[config.mk]
export PLATFORM = sky130hd
export DESIGN_NAME = rtcio_top
export DESIGN_NICKNAME = d
export VERILOG_FILES = /design/src/verilog/rtcio_pkg.sv /design/src/verilog/rtcio_top.sv /design/src/verilog/rtcio_pulse_timer.sv
export SDC_FILE = /design/constraint.sdc
export NUM_CORES = 1
export LEC_CHECK = 0
export BUFFER_PORTS_ARGS = -buffer_cell sky130_fd_sc_hd__buf_2
export CAP_MARGIN = 20
export CORE_UTILIZATION = 60
export CTS_CLUSTER_DIAMETER = 30
export DETAILED_ROUTE_END_ITERATION = 8
export PLACE_DENSITY = 0.86
export SETUP_SLACK_MARGIN = 0.1
export SLEW_MARGIN = 20
export SYNTH_ARGS = -nofsm -noshare
export SYNTH_HDL_FRONTEND = slang
export SYNTH_SLANG_ARGS = --single-unit
export TNS_END_PERCENT = 20
[constraint.sdc]
create_clock -name sys_clk -period 7.6 [get_ports sys_clk]
set_input_delay 0.38 -clock sys_clk [delete_from_list [all_inputs] [get_ports sys_clk]]
set_output_delay 0.38 -clock sys_clk [all_outputs]
set_load 0.005 [all_outputs]
[src/verilog/rtcio_pkg.sv]
package rtcio_pkg;

  // ----------------------------------------------------------------
  // Register map
  // ----------------------------------------------------------------
  localparam logic [16:0] OFS_ROUTING   = 17'h1fff6;
  localparam logic [16:0] OFS_ALARM_DAY = 17'h1fff5;
  localparam logic [16:0] OFS_FLAGS     = 17'h1fff0;
  localparam logic [16:0] OFS_CUR_DAY   = 17'h1ffe0;

  // ----------------------------------------------------------------
  // Field positions of the routing control register
  // ----------------------------------------------------------------
  localparam int BIT_WDOG_EN  = 7;
  localparam int BIT_ALARM_EN = 6;
  localparam int BIT_PFAIL_EN = 5;
  localparam int BIT_POLARITY = 3;
  localparam int BIT_PULSE    = 2;

  // ----------------------------------------------------------------
  // Field positions of the flags register and the alarm day register
  // ----------------------------------------------------------------
  localparam int BIT_WDOG_FLAG  = 7;
  localparam int BIT_ALARM_FLAG = 6;
  localparam int BIT_PFAIL_FLAG = 5;
  localparam int BIT_DAY_BYPASS = 7;

  // ----------------------------------------------------------------
  // Reset values and masks
  // ----------------------------------------------------------------
  localparam logic [7:0] RST_ROUTING   = 8'h00;
  localparam logic [7:0] RST_ALARM_DAY = 8'h00;
  localparam logic [7:0] ROUTING_MASK  = 8'hec;
  localparam logic [7:0] ALARM_MASK    = 8'hbf;

  // ----------------------------------------------------------------
  // Timing
  // ----------------------------------------------------------------
  localparam int CLK_MHZ      = 250;
  localparam int PULSE_MS     = 200;
  localparam int PULSE_CYCLES = PULSE_MS * CLK_MHZ * 1000;

  typedef enum logic [1:0] {
    RTCIO_IDLE  = 2'b00,
    RTCIO_PULSE = 2'b01,
    RTCIO_LEVEL = 2'b10
  } rtcio_state_t;

endpackage

[src/verilog/rtcio_top.sv]
module rtcio_top #(
  parameter int PULSE_CYCLES = rtcio_pkg::PULSE_CYCLES
) (
  input  wire logic        sys_clk,
  input  wire logic        rst_b,
  input  wire logic [16:0] reg_addr,
  input  wire logic [7:0]  reg_wdata,
  input  wire logic        reg_wr,
  input  wire logic        reg_rd,
  output logic      [7:0]  reg_rdata,
  input  wire logic        wdog_timeout,
  input  wire logic        pfail_detect,
  input  wire logic        alarm_rest_match,
  input  wire logic [7:0]  cur_day,
  output logic             event_pin_o,
  output logic             event_pin_oe_b,
  output logic             alarm_match_o
);

  logic [7:0]                routing_r;
  logic [7:0]                alarm_day_r;
  logic [2:0]                flags_r;
  logic [2:0]                flags_nxt;
  logic                      flags_rd;
  logic                      alarm_hit;
  logic                      alarm_hit_d_r;
  logic                      alarm_evt;
  logic                      routed_evt;
  logic                      pulse_busy;
  logic                      active;
  rtcio_pkg::rtcio_state_t   state_r;

  // ----------------------------------------------------------------
  // Register writes
  // ----------------------------------------------------------------
  // Reserved bits are forced to zero so they read back as zero.
  always_ff @(posedge sys_clk or negedge rst_b)
  begin
    if (!rst_b)
    begin
      routing_r   <= rtcio_pkg::RST_ROUTING;
      alarm_day_r <= rtcio_pkg::RST_ALARM_DAY;
    end
    else if (reg_wr)
    begin
      if (reg_addr == rtcio_pkg::OFS_ROUTING)
        routing_r <= reg_wdata & rtcio_pkg::ROUTING_MASK;
      if (reg_addr == rtcio_pkg::OFS_ALARM_DAY)
        alarm_day_r <= reg_wdata & rtcio_pkg::ALARM_MASK;
    end
  end

  // ----------------------------------------------------------------
  // Alarm comparison
  // ----------------------------------------------------------------
  // Only the rising edge of a match counts, so a match lasting a whole day fires once.
  always_comb
  begin
    if (alarm_day_r[rtcio_pkg::BIT_DAY_BYPASS])
      alarm_hit = alarm_rest_match;
    else
      alarm_hit = alarm_rest_match && (cur_day[5:0] == alarm_day_r[5:0]);
  end

  always_ff @(posedge sys_clk or negedge rst_b)
  begin
    if (!rst_b)
      alarm_hit_d_r <= 1'b0;
    else
      alarm_hit_d_r <= alarm_hit;
  end

  assign alarm_evt = alarm_hit && !alarm_hit_d_r;

  always_ff @(posedge sys_clk or negedge rst_b)
  begin
    if (!rst_b)
      alarm_match_o <= 1'b0;
    else
      alarm_match_o <= alarm_evt;
  end

  // ----------------------------------------------------------------
  // Flags: set wins over the clear-on-read
  // ----------------------------------------------------------------
  assign flags_rd = reg_rd && (reg_addr == rtcio_pkg::OFS_FLAGS);

  always_comb
  begin
    flags_nxt = flags_rd ? 3'h0 : flags_r;
    if (wdog_timeout)
      flags_nxt[2] = 1'b1;
    if (alarm_evt)
      flags_nxt[1] = 1'b1;
    if (pfail_detect)
      flags_nxt[0] = 1'b1;
  end

  always_ff @(posedge sys_clk or negedge rst_b)
  begin
    if (!rst_b)
      flags_r <= 3'h0;
    else
      flags_r <= flags_nxt;
  end

  // ----------------------------------------------------------------
  // Read port
  // ----------------------------------------------------------------
  // Unmapped addresses read zero; data stand one cycle after the strobe only.
  always_ff @(posedge sys_clk or negedge rst_b)
  begin
    if (!rst_b)
      reg_rdata <= 8'h00;
    else if (!reg_rd)
      reg_rdata <= 8'h00;
    else if (reg_addr == rtcio_pkg::OFS_ROUTING)
      reg_rdata <= routing_r;
    else if (reg_addr == rtcio_pkg::OFS_ALARM_DAY)
      reg_rdata <= alarm_day_r;
    else if (reg_addr == rtcio_pkg::OFS_FLAGS)
      reg_rdata <= {flags_r, 5'h00};
    else if (reg_addr == rtcio_pkg::OFS_CUR_DAY)
      reg_rdata <= cur_day;
    else
      reg_rdata <= 8'h00;
  end

  // ----------------------------------------------------------------
  // Event routing to the output pin
  // ----------------------------------------------------------------
  assign routed_evt = (wdog_timeout && routing_r[rtcio_pkg::BIT_WDOG_EN])
                   || (alarm_evt && routing_r[rtcio_pkg::BIT_ALARM_EN])
                   || (pfail_detect && routing_r[rtcio_pkg::BIT_PFAIL_EN]);

  rtcio_pulse_timer #(
    .CYCLES (PULSE_CYCLES)
  ) u_pulse (
    .sys_clk (sys_clk),
    .rst_b   (rst_b),
    .start   (routed_evt && routing_r[rtcio_pkg::BIT_PULSE]),
    .busy    (pulse_busy)
  );

  // Output state: pulse ends on the timer, level ends on a flags read.
  // An event in the same cycle as the read keeps the line active.
  always_ff @(posedge sys_clk or negedge rst_b)
  begin
    if (!rst_b)
      state_r <= rtcio_pkg::RTCIO_IDLE;
    else if (routed_evt)
      state_r <= routing_r[rtcio_pkg::BIT_PULSE] ? rtcio_pkg::RTCIO_PULSE
                                                  : rtcio_pkg::RTCIO_LEVEL;
    else
    begin
      unique case (state_r)
        rtcio_pkg::RTCIO_IDLE:  state_r <= rtcio_pkg::RTCIO_IDLE;
        rtcio_pkg::RTCIO_PULSE: if (!pulse_busy) state_r <= rtcio_pkg::RTCIO_IDLE;
        rtcio_pkg::RTCIO_LEVEL: if (flags_rd) state_r <= rtcio_pkg::RTCIO_IDLE;
        default:                state_r <= rtcio_pkg::RTCIO_IDLE;
      endcase
    end
  end

  assign active = (state_r != rtcio_pkg::RTCIO_IDLE);

  // Polarity one: pushed both ways. Polarity zero: pulled low only, released otherwise.
  always_ff @(posedge sys_clk or negedge rst_b)
  begin
    if (!rst_b)
    begin
      event_pin_o    <= 1'b0;
      event_pin_oe_b <= 1'b1;
    end
    else if (routing_r[rtcio_pkg::BIT_POLARITY])
    begin
      event_pin_o    <= active;
      event_pin_oe_b <= 1'b0;
    end
    else
    begin
      event_pin_o    <= 1'b0;
      event_pin_oe_b <= !active;
    end
  end

  // ----------------------------------------------------------------
  // Assertions
  // ----------------------------------------------------------------
  a_wdog_flag_set: assert property (@(posedge sys_clk) disable iff (!rst_b)
    wdog_timeout |=> flags_r[2]) else $error("watchdog flag not set");
  a_alarm_flag_set: assert property (@(posedge sys_clk) disable iff (!rst_b)
    alarm_evt |=> flags_r[1]) else $error("alarm flag not set");
  a_pfail_flag_set: assert property (@(posedge sys_clk) disable iff (!rst_b)
    pfail_detect |=> flags_r[0]) else $error("power fail flag not set");
  a_masked_quiet: assert property (@(posedge sys_clk) disable iff (!rst_b)
    (!active && !routed_evt) |=> !active) else $error("line active without routed event");
  a_high_drive: assert property (@(posedge sys_clk) disable iff (!rst_b)
    (routing_r[rtcio_pkg::BIT_POLARITY] && active) |=> (event_pin_o && !event_pin_oe_b))
    else $error("active high drive wrong");
  a_open_drain: assert property (@(posedge sys_clk) disable iff (!rst_b)
    (!routing_r[rtcio_pkg::BIT_POLARITY] && active) |=> (!event_pin_o && !event_pin_oe_b))
    else $error("open drain drive wrong");
  a_pulse_starts: assert property (@(posedge sys_clk) disable iff (!rst_b)
    (routed_evt && routing_r[rtcio_pkg::BIT_PULSE]) |=> (state_r == rtcio_pkg::RTCIO_PULSE) ##1 pulse_busy)
    else $error("pulse did not start");
  a_level_holds: assert property (@(posedge sys_clk) disable iff (!rst_b)
    ((state_r == rtcio_pkg::RTCIO_LEVEL) && !flags_rd) |=> active)
    else $error("level released without read");
  a_day_compare: assert property (@(posedge sys_clk) disable iff (!rst_b)
    (alarm_rest_match && !alarm_day_r[7] && (cur_day[5:0] != alarm_day_r[5:0])) |-> !alarm_hit)
    else $error("date ignored while compared");

  c_pulse: cover property (@(posedge sys_clk) state_r == rtcio_pkg::RTCIO_PULSE ##1 !active);
  c_level: cover property (@(posedge sys_clk) state_r == rtcio_pkg::RTCIO_LEVEL ##1 flags_rd);
  c_masked: cover property (@(posedge sys_clk) wdog_timeout && !routed_evt);

endmodule

[src/verilog/rtcio_pulse_timer.sv]
// Down counter that times one fixed-length output pulse.
module rtcio_pulse_timer #(
  parameter int CYCLES = rtcio_pkg::PULSE_CYCLES
) (
  input  wire logic sys_clk,
  input  wire logic rst_b,
  input  wire logic start,
  output logic      busy
);

  logic [31:0] count_r;

  // ----------------------------------------------------------------
  // Counter
  // ----------------------------------------------------------------
  // A new start while busy restarts the full length, so the line stays active.
  always_ff @(posedge sys_clk or negedge rst_b)
  begin
    if (!rst_b)
      count_r <= 32'h0;
    else if (start)
      count_r <= 32'(CYCLES);
    else if (count_r != 32'h0)
      count_r <= count_r - 32'h1;
  end

  assign busy = (count_r != 32'h0);

endmodule

==> qor.csv <==
stage;metric;value;unit
layout;finalNetCount;394;
layout;area_growth;15.29;%
sta;worst_pin_slew;1.008;ns
layout;finalInstanceArea;3576;µm²
sta;rsz0062_at_grt;no;
sta;whs;0.1694;ns
drt;drc;0;
global_route;grt_use_met2;47.58;%
worst_setup_path;worstSetupStartpointType;flop;
global_route;grt-ovfl-total;0;
layout;fillerInstances;355;
floorplanning;initial_core_util;63.97;%
floorplanning;die-area;5461;µm²
floorplanning;fp.dieH;73.90;µm
sta;fmax;0.3446;GHz
layout;finalNonFillerCells;424;
yosys;synth.distinct_cells;46;
clock_tree;cts_tree;built;
clock_tree;clk_pin_slew;0.08;ns
yosys;synth_top_family_by_area;simple AND/OR/NAND/NOR gates;
sta;setup_viol;0;
yosys;synth_top_area_share;48.41;%
drt;viasPerCell;6.321;
drt;wl;7081;µm
floorplanning;fp-row-count;25;
yosys;synth_xor_area_share;3.671;%
yosys;yosys.area_share.simple;20.49;%
sta;setup-tns-final;0;ns
sta;fin_crit_sh;38.19;%
global_route;grt_max_degree;62;
yosys;syn_area_per_cell;10.27;µm²
placed_design;place_hpwl;4786;µm
clock_tree;cts-buffers-inserted;9;
clock_tree;worstSkewPairLatency;0.35;ns
sta;hold_violations;0;
placed_design;dp.cells;408;
floorplanning;coreArea;4848;µm²
clock_tree;h-tree-depth;3;
yosys;synth_edf_count;0;
drt;ant_nets;0;
flow_run;cap_violations;0;
worst_setup_path;endpoint_kind;flop;
worst_setup_path;path_class;flop to flop;
power_and_ir_drop;vdd_drop_max;0.1107;mV
clock_tree;cts_setup_buffers;0;
placed_design;numPortBuffers;50;
outcome;outcome;finished, final reports clean;
clock_tree;cts_max_path_buffers;2;
drt;post_drt_wl_per_cell;16.70;µm
worst_setup_path;critical_path_arrival;3.17;ns
yosys;synth_adder_area_share;0.8068;%
global_route;grt_pass1_wl;12000;µm
layout;final-seq-area;1528;µm²
yosys;synthFlopType;dfrtp_1;
sta;fin_skew;0.01212;ns
yosys;synth_fp_nets;344;
worst_setup_path;cp.required;7.87;ns
layout;final_util;73.75;%
floorplanning;die_w;73.90;µm
global_route;grt_usage;29.69;%
yosys;synthArstFlopShare;100.0;%
sta;relSlewSlack;31.82;%
yosys;synth-compound-area-share;18.23;%
layout;layout-drive-gt1-share;23.81;%
drt;vias;2680;
yosys;yosys_warnings;0;
floorplanning;io_pins;51;
yosys;synthMuxAreaShare;5.002;%
layout;multi_input_area;1499;µm²
layout;diodes;0;
yosys;synth_seq_area_share;49.25;%
drt;first_pass_iters;5;
clock_tree;cts_sinks;61;
drt;drt_iter0_markers;209;
worst_hold_path;min_path_type;input pin to async pin;
yosys;syn_area;3102;µm²
sta;period_minus_slack;2.902;ns
power_and_ir_drop;p_per_area;173.5;nW/µm²
yosys;yosysTopAreaCell;dfrtp_1;
yosys;yosys-top-cells-area;dfrtp_1 48%, mux2_2 4.4%, a22oi_1 3.6%;
power_and_ir_drop;leakage;1.399;nW
placed_design;routabilityCongestion;0.8608;
clock_tree;cts-hold-fix-buffers;0;
sta;slew_violations;0;
clock_tree;clockRootBuffer;clkbuf_8;
global_route;grt_pass1_vias;2673;
worst_setup_path;crit_fanout;19;
placed_design;post_dp_cell_area;3395;µm²
global_route;antenna_found_initial;0;
global_route;grt_use_met1;36.58;%
global_route;grt_busiest_layer;met2;
yosys;ys_ff_latch;61;
clock_tree;ctsResizeCount;0;
yosys;syn_inst;302;
global_route;grt_use_met3;10.01;%
==> worst max-delay path, stage by stage (launching register included) <==
cell	delay, ns
dfrtp_1	0.40
nor4_1	0.86
nand3_1	0.75
or4_1	0.70
o211ai_1	0.11
==> kinds of logic after synthesis <==
logic type | count (synthesis)
simple gates | 111
compound gates | 83
flops | 61
buf+inv | 18
mux | 14
xor+xnor | 13
fa+ha+maj | 2
==> per-layer routing <==
layer,wire [µm],vias up
met5,0,-
met3,407,21
met1,2920,1296
met2,3579,109
li1,-,1254
met4,175,0
==> state kept, by name (all words and copies together) (netlist names) <==
name	count
flags_r	3
routing_r	5
event_pin_o	1
state_r	2
u_pulse.count_r	32
event_pin_oe_b	1
alarm_match_o	1
alarm_day_r	7
alarm_hit_d_r	1
reg_rdata	8
==> metrics by stage <==
| step | total power [mW] | setup WS, ns |
|---|---|---|
| 5_1_grt | 0.6444 | 4.357 |
| 3_5_place_dp | 0.3581 | 4.796 |
| 6_report | 0.6204 | 4.698 |
| 3_3_place_gp | 0.3573 | 4.864 |
| 2_1_floorplan | 0.3380 | 4.961 |
| 4_1_cts | 0.6258 | 4.729 |
==> placed cells by master, fill, tap and decap left out, types with 7 or more instances in the layout <==
cell	count
a21oi_1	12
a22oi_1	15
a31oi_1	7
buf_2	50
clkbuf_8	9
dfrtp_1	60
mux2_2	12
nand2_1	18
nand3_1	7
nand4_1	8
nor2_1	13
nor3_1	11
o211ai_1	9
o21ai_0	12
o31ai_1	12
or3_1	10
or4_1	13
xor2_1	7
==> area by class of cell <==
type / instances / area share [%]
Inverter: 5 / 0.5248
Multi-Input combinational cell: 223 / 41.92
Clock inverter: 7 / 1.610
Tap cell: 67 / 2.344
Timing Repair Buffer: 52 / 7.418
Clock buffer: 9 / 3.464
Sequential cell: 61 / 42.72
==> cell usage after synthesis (8+ instances only) <==
master and n:
dfrtp_1 60, nand2_1 18, a22oi_1 15, nor2_1 13, o21ai_0 13, or4_1 13
a21oi_1 12, mux2_2 12, o31ai_1 12, nor3_1 11, or3_1 10, clkbuf_1 9
o211ai_1 9, nand4_1 8
==> where the power goes <==
| group | switching (mW) | internal, mW |
|---|---|---|
| clock | 0.147 | 0.122 |
| combinational | 0.0148 | 0.0104 |
| sequential | 0.000919 | 0.326 |
| total | 0.163 | 0.458 |
==> worst paths after layout <==
| kind | start | end | slack, ns | depth (start not counted) |
|---|---|---|---|---|
| worst max-delay path | u_pulse.count_r[8] | u_pulse.count_r[17] | 4.70 | 4 |
| worst min-delay path | rst_b | u_pulse.count_r[19] | 0.17 | 2 |
| worst max register to register | u_pulse.count_r[8] | u_pulse.count_r[17] | 4.70 | 4 |
| worst min register to register | state_r[1] | event_pin_oe_b | 0.45 | 1 |
| max in group asynchronous | rst_b | alarm_day_r[5] | 6.93 | 2 |
| min in group sys_clk | pfail_detect | flags_r[0] | 0.23 | 2 |
(Power assumes the default switching activity.)
